File: config.mk
export PLATFORM = sky130hd
export DESIGN_NAME = ddly_sync_top
export DESIGN_NICKNAME = d
export VERILOG_FILES = /design/src/hw/ddly_sync_pkg.sv /design/src/hw/out_channel.sv /design/src/hw/ddly_sync_top.sv
export SDC_FILE = /design/constraint.sdc
export NUM_CORES = 1
export LEC_CHECK = 0
export BUFFER_PORTS_ARGS = -buffer_cell sky130_fd_sc_hd__buf_4
export CAP_MARGIN = 5
export CORE_MARGIN = 3
export CORE_UTILIZATION = 50
export CTS_BUF_LIST = sky130_fd_sc_hd__clkbuf_8
export DETAILED_ROUTE_END_ITERATION = 10
export PLACE_DENSITY = 0.73
export SYNTH_ARGS = -nofsm -noshare
export SYNTH_HDL_FRONTEND = slang
export SYNTH_SLANG_ARGS = --single-unit
File: constraint.sdc
create_clock -name CLOCK_I -period 6.38 [get_ports CLOCK_I]
set_clock_uncertainty 0.05 [all_clocks]
set_input_delay 0.319 -clock CLOCK_I [delete_from_list [all_inputs] [get_ports CLOCK_I]]
set_output_delay 0.319 -clock CLOCK_I [all_outputs]
set_load 0.02 [all_outputs]
File: src/hw/ddly_sync_pkg.sv
// constants, register map and field layout for the dynamic digital delay alignment block
// What this block does
// - half step bit gives half-cycle delay granularity
// - half step change applies at once
// - delay count applies only at an alignment
// - feedback select picks the qualifying output
// - exempt outputs keep toggling through alignment
// - exempt qualifier absolute, otherwise relative mode
// - auto mode: write R0..starts alignment
// - one-shot starts 3 cycles after qualification, lasts 3
// - one-shot stops outputs then restarts them
// - absolute mode leaves qualifier half step alone
// - glitch possible when output forced low
// - one cycle is one distribution clock period
// - aligned outputs held low, exempt untouched
// - qualified: low 5 after start, rise 5 plus delay after end; unqualified: 7 and 7 plus delay
package ddly_sync_pkg;

  localparam int unsigned NUM_OUTPUTS = 6;
  localparam int unsigned DIV_W       = 8;
  localparam int unsigned DDLY_W      = 5;
  localparam int unsigned SEL_W       = 3;

  // per-output registers R0..one word each
  localparam logic [7:0] OUT_REG0_ADDR = 8'h00;
  localparam logic [7:0] OUT_REG5_ADDR = 8'h14;
  localparam logic [7:0] CONFIG_ADDR   = 8'h18;
  localparam logic [7:0] STATUS_ADDR   = 8'h1C;

  // output register fields
  localparam int unsigned DIV_LSB        = 0;
  localparam int unsigned DDLY_LSB       = 8;
  localparam int unsigned HALF_STEP_BIT  = 13;
  localparam int unsigned EXEMPT_BIT     = 14;
  localparam int unsigned POWER_DOWN_BIT = 15;

  // configuration register fields
  localparam int unsigned QUAL_EN_BIT    = 0;
  localparam int unsigned FB_EN_BIT      = 1;
  localparam int unsigned AUTO_BIT       = 2;
  localparam int unsigned POL_INV_BIT    = 3;
  localparam int unsigned FB_SEL_LSB     = 4;

  // status register fields
  localparam int unsigned ST_BUSY_BIT    = 0;
  localparam int unsigned ST_ABS_BIT     = 1;
  localparam int unsigned ST_FORCE_BIT   = 2;
  localparam int unsigned ST_CLK_LSB     = 8;

  // reset values
  localparam logic [DIV_W-1:0]  DIV_RESET  = 8'h02;
  localparam logic [DDLY_W-1:0] DDLY_RESET = 5'h05;
  localparam logic [31:0]       CONFIG_RESET = 32'h0000_0000;

  // alignment timing, in distribution clock cycles
  localparam int unsigned QUAL_EDGES     = 2;
  localparam int unsigned LEAD_CYCLES    = 3;
  localparam int unsigned ONESHOT_CYCLES = 3;
  localparam int unsigned FORCE_LAG_Q    = 5;
  localparam int unsigned FORCE_LAG_UNQ  = 6;

  typedef enum logic [1:0] {
    ALIGN_IDLE,
    ALIGN_QUAL,
    ALIGN_LEAD,
    ALIGN_PULSE
  } align_state_t;

  typedef enum logic [1:0] {
    CH_RUN,
    CH_HELD,
    CH_DELAY
  } chan_state_t;

endpackage

File: src/hw/out_channel.sv
// one divided clock output with forced-low hold and restart delay
module out_channel (
  input  wire logic                             clk_i,
  input  wire logic                             rst_n_i,
  input  wire logic [ddly_sync_pkg::DIV_W-1:0]  divide_i,
  input  wire logic [ddly_sync_pkg::DDLY_W-1:0] delay_i,
  input  wire logic                             exempt_i,
  input  wire logic                             power_down_i,
  input  wire logic                             force_low_i,
  output logic                                  clk_o
);

  ddly_sync_pkg::chan_state_t            state_q;
  logic [ddly_sync_pkg::DIV_W-1:0]       cnt_q;
  logic [ddly_sync_pkg::DDLY_W-1:0]      dly_q;
  logic                                  hold;
  logic [ddly_sync_pkg::DIV_W-1:0]       half;
  logic [ddly_sync_pkg::DIV_W-1:0]       cnt_d;

  // exempt outputs ignore the force entirely
  assign hold = force_low_i & ~exempt_i;
  assign half = divide_i >> 1;

  // divider count wraps at divide-1, high part first
  always_comb
  begin
    if (cnt_q + 8'h01 >= divide_i)
      cnt_d = '0;
    else
      cnt_d = cnt_q + 8'h01;
  end

  // run, hold low, then count the programmed delay before rising
  always_ff @(posedge clk_i)
  begin
    if (!rst_n_i)
    begin
      state_q <= ddly_sync_pkg::CH_RUN;
      cnt_q   <= '0;
      dly_q   <= '0;
      clk_o   <= 1'b0;
    end
    else
    begin
      case (state_q)
        ddly_sync_pkg::CH_RUN:
        begin
          if (power_down_i)
          begin
            clk_o <= 1'b0;
            cnt_q <= '0;
          end
          else if (hold)
          begin
            state_q <= ddly_sync_pkg::CH_HELD;
            clk_o   <= 1'b0; // (may clip a high phase short)
          end
          else if (divide_i < 8'h02)
            clk_o <= ~clk_o;
          else
          begin
            cnt_q <= cnt_d;
            clk_o <= (cnt_d < (divide_i - half));
          end
        end
        ddly_sync_pkg::CH_HELD:
        begin
          clk_o <= 1'b0;
          if (!hold)
          begin
            // new delay count is taken only here, at the restart
            if (delay_i == '0)
            begin
              state_q <= ddly_sync_pkg::CH_RUN;
              cnt_q   <= '0;
              clk_o   <= ~power_down_i;
            end
            else
            begin
              state_q <= ddly_sync_pkg::CH_DELAY;
              dly_q   <= delay_i - 5'h01;
            end
          end
        end
        ddly_sync_pkg::CH_DELAY:
        begin
          clk_o <= 1'b0;
          if (hold)
            state_q <= ddly_sync_pkg::CH_HELD;
          else if (dly_q == '0)
          begin
            state_q <= ddly_sync_pkg::CH_RUN;
            cnt_q   <= '0;
            clk_o   <= ~power_down_i;
          end
          else
            dly_q <= dly_q - 5'h01;
        end
        default:
        begin
          state_q <= ddly_sync_pkg::CH_RUN;
          clk_o   <= 1'b0;
        end
      endcase
    end
  end

endmodule

File: src/hw/ddly_sync_top.sv
// alignment control, register file and six output channels on one AHB-Lite slave
//
// The address map and the AHB-Lite slave port were left to the implementer.
module ddly_sync_top (
  input  wire logic        CLOCK_I,
  input  wire logic        RST_N_I,
  input  wire logic        HSEL_I,
  input  wire logic [31:0] HADDR_I,
  input  wire logic [1:0]  HTRANS_I,
  input  wire logic        HWRITE_I,
  input  wire logic [2:0]  HSIZE_I,
  input  wire logic [31:0] HWDATA_I,
  input  wire logic        HREADY_I,
  output logic      [31:0] HRDATA_O,
  output logic             HREADYOUT_O,
  output logic             HRESP_O,
  input  wire logic        ALIGN_PIN_I,
  output logic      [5:0]  CLK_OUT_O,
  output logic      [5:0]  HALF_STEP_O,
  output logic             ALIGN_BUSY_O
);

  localparam int unsigned N = ddly_sync_pkg::NUM_OUTPUTS;

  // register storage
  logic [ddly_sync_pkg::DIV_W-1:0]  divide_q    [N];
  logic [ddly_sync_pkg::DDLY_W-1:0] ddly_q      [N];
  logic [N-1:0]                     half_step_q;
  logic [N-1:0]                     exempt_q;
  logic [N-1:0]                     power_down_q;
  logic                             qual_en_q;
  logic                             fb_en_q;
  logic                             auto_q;
  logic                             pol_inv_q;
  logic [ddly_sync_pkg::SEL_W-1:0]  fb_sel_q;

  // bus data-phase bookkeeping
  logic                             wr_pend_q;
  logic [7:0]                       wr_addr_q;
  logic                             addr_ok;
  logic                             take;
  logic [7:0]                       word_addr;
  logic [31:0]                      rd_word;
  logic                             out_wr;
  logic [2:0]                       out_idx;
  logic                             auto_req_q;

  // alignment source and control
  logic                             pin_meta_q;
  logic                             pin_sync_q;
  logic                             asserted;
  logic                             asserted_q;
  logic                             req_edge;
  ddly_sync_pkg::align_state_t      state_q;
  logic [1:0]                       edge_cnt_q;
  logic [1:0]                       step_cnt_q;
  logic                             oneshot;
  logic [ddly_sync_pkg::FORCE_LAG_UNQ-1:0] lag_q;
  logic                             hold_src;
  logic                             force_low;
  logic                             qual_mode;
  logic [N-1:0]                     clk_out;
  logic                             fb_clk;
  logic                             fb_clk_q;
  logic                             fb_fall;
  logic                             abs_mode;

  // a transfer is taken when selected, NONSEQ or SEQ (HTRANS_I[1] set) and the bus is ready
  assign take      = HSEL_I & HTRANS_I[1] & HREADY_I;
  assign word_addr = {HADDR_I[7:2], 2'b00};
  assign addr_ok   = (HADDR_I[31:8] == 24'h00_0000) & (HADDR_I[1:0] == 2'b00);
  assign out_wr    = wr_pend_q & (wr_addr_q <= ddly_sync_pkg::OUT_REG5_ADDR);
  assign out_idx   = wr_addr_q[4:2];

  // zero-wait slave: ready high once out of reset, response always okay
  always_ff @(posedge CLOCK_I)
  begin
    if (!RST_N_I)
    begin
      HREADYOUT_O <= 1'b0;
      HRESP_O     <= 1'b0;
    end
    else
    begin
      HREADYOUT_O <= 1'b1;
      HRESP_O     <= 1'b0;
    end
  end

  // latch the address phase of a write for the next cycle
  always_ff @(posedge CLOCK_I)
  begin
    if (!RST_N_I)
    begin
      wr_pend_q <= 1'b0;
      wr_addr_q <= '0;
    end
    else
    begin
      wr_pend_q <= take & HWRITE_I & addr_ok;
      wr_addr_q <= word_addr;
    end
  end

  // read mux; unmapped words read as zero
  always_comb
  begin
    rd_word = '0;
    if (word_addr <= ddly_sync_pkg::OUT_REG5_ADDR)
    begin
      rd_word[ddly_sync_pkg::DIV_LSB +: ddly_sync_pkg::DIV_W]   = divide_q[word_addr[4:2]];
      rd_word[ddly_sync_pkg::DDLY_LSB +: ddly_sync_pkg::DDLY_W] = ddly_q[word_addr[4:2]];
      rd_word[ddly_sync_pkg::HALF_STEP_BIT]  = half_step_q[word_addr[4:2]];
      rd_word[ddly_sync_pkg::EXEMPT_BIT]     = exempt_q[word_addr[4:2]];
      rd_word[ddly_sync_pkg::POWER_DOWN_BIT] = power_down_q[word_addr[4:2]];
    end
    else if (word_addr == ddly_sync_pkg::CONFIG_ADDR)
    begin
      rd_word[ddly_sync_pkg::QUAL_EN_BIT] = qual_en_q;
      rd_word[ddly_sync_pkg::FB_EN_BIT]   = fb_en_q;
      rd_word[ddly_sync_pkg::AUTO_BIT]    = auto_q;
      rd_word[ddly_sync_pkg::POL_INV_BIT] = pol_inv_q;
      rd_word[ddly_sync_pkg::FB_SEL_LSB +: ddly_sync_pkg::SEL_W] = fb_sel_q;
    end
    else if (word_addr == ddly_sync_pkg::STATUS_ADDR)
    begin
      rd_word[ddly_sync_pkg::ST_BUSY_BIT]  = (state_q != ddly_sync_pkg::ALIGN_IDLE);
      rd_word[ddly_sync_pkg::ST_ABS_BIT]   = abs_mode;
      rd_word[ddly_sync_pkg::ST_FORCE_BIT] = force_low;
      rd_word[ddly_sync_pkg::ST_CLK_LSB +: 6] = clk_out;
    end
  end

  // read data is ready in the data phase right after the address phase
  always_ff @(posedge CLOCK_I)
  begin
    if (!RST_N_I)
      HRDATA_O <= '0;
    else if (take & ~HWRITE_I & addr_ok)
      HRDATA_O <= rd_word;
    else
      HRDATA_O <= '0;
  end

  // per-output registers; half step goes straight to the output pins
  always_ff @(posedge CLOCK_I)
  begin
    if (!RST_N_I)
    begin
      for (int i = 0; i < N; i++)
      begin
        divide_q[i] <= ddly_sync_pkg::DIV_RESET;
        ddly_q[i]   <= ddly_sync_pkg::DDLY_RESET;
      end
      half_step_q  <= '0;
      exempt_q     <= '0;
      power_down_q <= '0;
    end
    else if (out_wr)
    begin
      divide_q[out_idx] <= HWDATA_I[ddly_sync_pkg::DIV_LSB +: ddly_sync_pkg::DIV_W];
      ddly_q[out_idx]   <= HWDATA_I[ddly_sync_pkg::DDLY_LSB +: ddly_sync_pkg::DDLY_W];
      half_step_q[out_idx]  <= HWDATA_I[ddly_sync_pkg::HALF_STEP_BIT];
      exempt_q[out_idx]     <= HWDATA_I[ddly_sync_pkg::EXEMPT_BIT];
      power_down_q[out_idx] <= HWDATA_I[ddly_sync_pkg::POWER_DOWN_BIT];
    end
  end

  // configuration register
  always_ff @(posedge CLOCK_I)
  begin
    if (!RST_N_I)
    begin
      qual_en_q <= ddly_sync_pkg::CONFIG_RESET[ddly_sync_pkg::QUAL_EN_BIT];
      fb_en_q   <= ddly_sync_pkg::CONFIG_RESET[ddly_sync_pkg::FB_EN_BIT];
      auto_q    <= ddly_sync_pkg::CONFIG_RESET[ddly_sync_pkg::AUTO_BIT];
      pol_inv_q <= ddly_sync_pkg::CONFIG_RESET[ddly_sync_pkg::POL_INV_BIT];
      fb_sel_q  <= ddly_sync_pkg::CONFIG_RESET[ddly_sync_pkg::FB_SEL_LSB +: 3];
    end
    else if (wr_pend_q & (wr_addr_q == ddly_sync_pkg::CONFIG_ADDR))
    begin
      qual_en_q <= HWDATA_I[ddly_sync_pkg::QUAL_EN_BIT];
      fb_en_q   <= HWDATA_I[ddly_sync_pkg::FB_EN_BIT];
      auto_q    <= HWDATA_I[ddly_sync_pkg::AUTO_BIT];
      pol_inv_q <= HWDATA_I[ddly_sync_pkg::POL_INV_BIT];
      fb_sel_q  <= HWDATA_I[ddly_sync_pkg::FB_SEL_LSB +: ddly_sync_pkg::SEL_W];
    end
  end

  // a write to any output register in auto mode requests an alignment
  always_ff @(posedge CLOCK_I)
  begin
    if (!RST_N_I)
      auto_req_q <= 1'b0;
    else
      auto_req_q <= out_wr & auto_q;
  end

  // alignment pin is asynchronous: two flops before any use
  always_ff @(posedge CLOCK_I)
  begin
    if (!RST_N_I)
    begin
      pin_meta_q <= 1'b0;
      pin_sync_q <= 1'b0;
    end
    else
    begin
      pin_meta_q <= ALIGN_PIN_I;
      pin_sync_q <= pin_meta_q;
    end
  end

  // toggling either the pin or the polarity bit asserts the request
  assign asserted = pin_sync_q ^ pol_inv_q;
  assign req_edge = (asserted & ~asserted_q) | auto_req_q;

  always_ff @(posedge CLOCK_I)
  begin
    if (!RST_N_I)
      asserted_q <= 1'b0;
    else
      asserted_q <= asserted;
  end

  // qualification needs the enable, the feedback buffer and output 2 powered
  assign qual_mode = qual_en_q & fb_en_q & ~power_down_q[2];
  assign clk_out   = {CLK_OUT_O};
  assign fb_clk    = clk_out[fb_sel_q];
  assign fb_fall   = fb_clk_q & ~fb_clk;
  assign abs_mode  = exempt_q[fb_sel_q];

  // previous feedback level for falling-edge detection
  always_ff @(posedge CLOCK_I)
  begin
    if (!RST_N_I)
      fb_clk_q <= 1'b0;
    else
      fb_clk_q <= fb_clk;
  end

  // alignment sequencer: qualify on feedback falls, lead, then one-shot
  always_ff @(posedge CLOCK_I)
  begin
    if (!RST_N_I)
    begin
      state_q    <= ddly_sync_pkg::ALIGN_IDLE;
      edge_cnt_q <= '0;
      step_cnt_q <= '0;
    end
    else
    begin
      case (state_q)
        ddly_sync_pkg::ALIGN_IDLE:
        begin
          edge_cnt_q <= '0;
          step_cnt_q <= '0;
          if (req_edge & qual_mode)
            state_q <= ddly_sync_pkg::ALIGN_QUAL;
          else if (auto_req_q)
            state_q <= ddly_sync_pkg::ALIGN_PULSE; // unqualified auto: bare one-shot
        end
        ddly_sync_pkg::ALIGN_QUAL:
        begin
          if (fb_fall)
          begin
            if (edge_cnt_q == 2'(ddly_sync_pkg::QUAL_EDGES - 1))
              state_q <= ddly_sync_pkg::ALIGN_LEAD;
            edge_cnt_q <= edge_cnt_q + 2'h1;
          end
        end
        ddly_sync_pkg::ALIGN_LEAD:
        begin
          // counting starts the cycle after the qualifying fall
          if (step_cnt_q == 2'(ddly_sync_pkg::LEAD_CYCLES - 1))
          begin
            state_q    <= ddly_sync_pkg::ALIGN_PULSE;
            step_cnt_q <= '0;
          end
          else
            step_cnt_q <= step_cnt_q + 2'h1;
        end
        ddly_sync_pkg::ALIGN_PULSE:
        begin
          if (step_cnt_q == 2'(ddly_sync_pkg::ONESHOT_CYCLES - 1))
          begin
            state_q    <= ddly_sync_pkg::ALIGN_IDLE;
            step_cnt_q <= '0;
          end
          else
            step_cnt_q <= step_cnt_q + 2'h1;
        end
        default:
          state_q <= ddly_sync_pkg::ALIGN_IDLE;
      endcase
    end
  end

  assign oneshot = (state_q == ddly_sync_pkg::ALIGN_PULSE);

  // unqualified mode holds for as long as the request is asserted
  assign hold_src = oneshot | (~qual_mode & asserted);

  // fixed lag line from request or one-shot to the forced-low window
  always_ff @(posedge CLOCK_I)
  begin
    if (!RST_N_I)
      lag_q <= '0;
    else
      lag_q <= {lag_q[ddly_sync_pkg::FORCE_LAG_UNQ-2:0], hold_src};
  end

  // qualified tap is one short: the channel flop adds the fifth cycle at the pin
  assign force_low = qual_mode ? lag_q[ddly_sync_pkg::FORCE_LAG_Q-2]
                               : lag_q[ddly_sync_pkg::FORCE_LAG_UNQ-1];

  // half step is a plain register view, no alignment needed
  always_ff @(posedge CLOCK_I)
  begin
    if (!RST_N_I)
    begin
      HALF_STEP_O  <= '0;
      ALIGN_BUSY_O <= 1'b0;
    end
    else
    begin
      HALF_STEP_O  <= half_step_q;
      ALIGN_BUSY_O <= (state_q != ddly_sync_pkg::ALIGN_IDLE) | force_low;
    end
  end

  // one channel per output; the qualifier is aligned too unless exempt
  for (genvar g = 0; g < N; g++)
  begin : g_chan
    out_channel u_chan (
      .clk_i        (CLOCK_I),
      .rst_n_i      (RST_N_I),
      .divide_i     (divide_q[g]),
      .delay_i      (ddly_q[g]),
      .exempt_i     (exempt_q[g]),
      .power_down_i (power_down_q[g]),
      .force_low_i  (force_low),
      .clk_o        (CLK_OUT_O[g])
    );
  end

endmodule

==> results.tsv <==
stage	metric	value	unit
outcome	outcome	complete, no violations	
pwr	Pwr Density	250	nW/um^2
logic_synthesis	post-synthesis simple-gate area fraction	0.193	
floorplanning	initial cell density of the core	0.513	
clock_tree	Num CTS Buffers	44	
sta	setup violators final	0	
clock_tree	Clock Path Buffers	3	
sta	RSZ-0062 raised after global routing	false	
global_route	total grt overflow	0	
logic_synthesis	synth cell count leaders	ha_1 (204), nor2_1 (185), dfxtp_1 (169)	
sta	Slew @ Worst Pin	1.19	ns
logic_synthesis	Synth area leader	dfxtp_1	
floorplanning	Die X-Extent	193	um
finish	Multi-input gate area	10700	sq um
worst_setup_path	CP Class	reg -> reg	
clock_tree	clk slew on worst S/H paths	0.06	ns
logic_synthesis	ranking of synthesized cells by area	dfxtp_1 (19%), ha_1 (15%), edfxtp_1 (13%)	
logic_synthesis	share of the synthesized area in the top cell type	0.194	
route	routed vias	14800	
global_route	vias in the first global route	14200	
sta	Setup TNS Final	0	ns
clock_tree	Root Driver	clkbuf_8	
finish	layout cells sized above 1	0.104	
worst_setup_path	crit-path max cell delay	0.93	ns
placement	dpl hpwl	34500	um
logic_synthesis	register area share after synthesis	0.329	
clock_tree	clock latency on the worst-skew pair	0.60	ns
logic_synthesis	Synth cell types	86	
pwr	peak supply drop	0.165	mV
route	Detail Route Antenna Nets	0	
job	Max Cap Viol	0	
logic_synthesis	async set-reset flop share out of synthesis	0	
logic_synthesis	Top FF cell, synth	dfxtp_1	
worst_hold_path	worst hold path class	in -> reg	
logic_synthesis	most common cell in the netlist	ha_1	
sta	Final Hold Viols	0	
worst_setup_path	worst-path cell chain	ha_1 -> nand3_1 -> nor2_1 -> xnor2_1 -> inv_1 -> ha_1 -> nand4_1 -> o31ai_1 -> nor2_1 -> ha_1 -> a21oi_1 -> o22ai_1 -> nor4b_1 -> o21ai_0 -> a2111oi_0	
sta	fin crit share	0.682	
logic_synthesis	syn avg cell area	8.92	sq um
route	Pre-Repair DR Iteration Count	5	
sta	final worst path period need	4.35	ns
finish	final cell count without fillers	2524	
clock_tree	CTS H-tree lvls	2	
worst_setup_path	CP max-delay cell	o31ai_1	
pwr	P_leak	8.35	nW
logic_synthesis	post-synthesis mux area share	0.0756	
worst_setup_path	Worst setup SP type	register	
route	Avg WL per Cell	18.1	um
clock_tree	TritonCTS clock tree	built	
finish	Final #Nets	2326	
sta	Peak Freq	230	MHz
sta	worst slew margin relative to its limit	0.194	
global_route	initial antenna violation count	0	
worst_setup_path	CP Data Required Time	6.82	ns
floorplanning	die area	37100	sq um
logic_synthesis	FF+latch count, synth	247	
finish	register area	5730	sq um
placement	DP Cell Count	2424	
finish	Filler cells	3002	
route	via-per-instance ratio	5.84	
clock_tree	Sinks on Clock Net	247	
logic_synthesis	Synth Cell Area	17400	sq um
worst_setup_path	critical path capture point type	register	
logic_synthesis	Synth Area in Adders	0.154	
logic_synthesis	XOR/XNOR Fraction of Synth Area	0.0347	
route	final wirelength	45800	um
worst_setup_path	CP max FO	10	
clock_tree	Setup Fix Bufs, Post-CTS	0	
finish	final core occ	0.571	
clock_tree	post-CTS resize count	0	
route	Initial DRC Count	1203	
finish	Diodes inserted	0	
logic_synthesis	post-synthesis compound-gate area fraction	0.156	
global_route	first-pass GRT wire length	72600	um
floorplanning	core area	34000	sq um
route	drt drc	0	
floorplanning	FP Rows	67	
logic_synthesis	main combinational cell family by area after synthesis	simple AND/OR/NAND/NOR gates	
logic_synthesis	Post-synth EDFFs	78	
worst_setup_path	Top cell by count, worst path	ha_1	
logic_synthesis	yosys warns	0	
sta	Final Max Tran Viols	0	
placement	gpl congestion	0.905	
placement	port buffer count	84	
floorplanning	IO Pins	122	
global_route	GRT Total Usage	0.246	
finish	Syn-to-layout area delta	11.3	%
global_route	largest net degree at the start of global routing	48	
worst_setup_path	critical path arrival	4.79	ns
floorplanning	Die H	193	um
logic_synthesis	Syn Inst Count	1951	
-- metrics by stage --
step           worst slack [ns]  hold WS [ns]  power [W]  cell area, sq um
2_1_floorplan              2.79         0.297    0.00298             17500
4_1_cts                    2.00        0.0324    0.00487             19400
5_1_grt                    1.50        0.0632    0.00515             19400
6_report                   2.03        0.0691    0.00485             19400
3_5_place_dp               1.95         0.368    0.00332             18300
3_3_place_gp               2.20         0.363    0.00327             18300
-- worst paths after layout --
kind / startpoint / endpoint / slack [ns] / cells past startpoint
hold / removal: HADDR_I[8] / wr_pend_q / 0.07 / 5
setup reg to reg: g_chan[0].u_chan.cnt_q[0] / g_chan[0].u_chan.clk_o / 2.03 / 15
hold reg to reg: lag_q[1] / lag_q[2] / 0.38 / 1
setup / recovery: g_chan[0].u_chan.cnt_q[0] / g_chan[0].u_chan.clk_o / 2.03 / 15
-- logic make-up after synthesis --
| logic type | count (synthesis) |
|---|---|
| XOR/XNOR | 69 |
| adder cells (fa/ha/maj) | 210 |
| multiplexers | 104 |
| AND/OR/NAND/NOR | 675 |
| other | 1 |
| AO/OA/AOI/OAI | 403 |
| flip-flops | 247 |
| buffers and inverters | 242 |
-- layout make-up --
type,instances,share of cell area
tap,448,0.0289
inverter,161,0.0312
clock inverter,29,0.00969
sequential,247,0.295
clock buffer,52,0.0369
timing repair buffer,109,0.0447
multi-input combinational,1478,0.553
-- metal layers --
metal	up-vias	GRT usage	wire, um
li1	7123	-	-
met1	6908	0.322	19500
met2	600	0.395	20400
met3	120	0.0561	4160
met4	0	0.0978	1730
met5	-	0.00137	0
-- critical path, delay by kind of cell (launching register included) --
family / cells / cell delay (ns)
compound gates: 5 / 1.71
xor+xnor: 1 / 0.18
fa+ha+maj: 3 / 0.95
buf+inv: 1 / 0.07
flops: 1 / 0.44
simple gates: 5 / 0.88
-- cell usage in the layout (no fill, tap or decap), types with 52 or more instances in the layout --
cell type,n
edfxtp_1,78
a21oi_1,112
nor2b_1,54
o21ai_0,59
buf_4,90
dfxtp_1,169
nor2_1,185
mux2i_1,74
nand2_1,152
clkbuf_8,52
inv_1,176
nand3_1,55
ha_1,204
-- what timing repair did --
| item | CTS | global route |
|---|---|---|
| endpoints found under the hold margin | 47 | 0 |
| setup endpoints to repair | 0 | 0 |
| hold buffers | 19 | 0 |
-- power by group --
group	leakage, nW	switching (W)	internal, W	total (W)
sequential	2.13	0.000168	0.00175	0.00192
clock	0.529	0.000692	0.000826	0.00152
combinational	5.69	0.000813	0.000597	0.00141
total	8.35	0.00167	0.00318	0.00485
-- flip-flops by register name, summed over array words and instances, names as in the netlist, 12 cells and up --
signal                 flops
g_chan.u_chan.dly_q       30
HRDATA_O                  16
g_chan.u_chan.cnt_q       48
divide_q                  48
ddly_q                    30
g_chan.u_chan.state_q     12
Power figures use the tool's default switching activity.
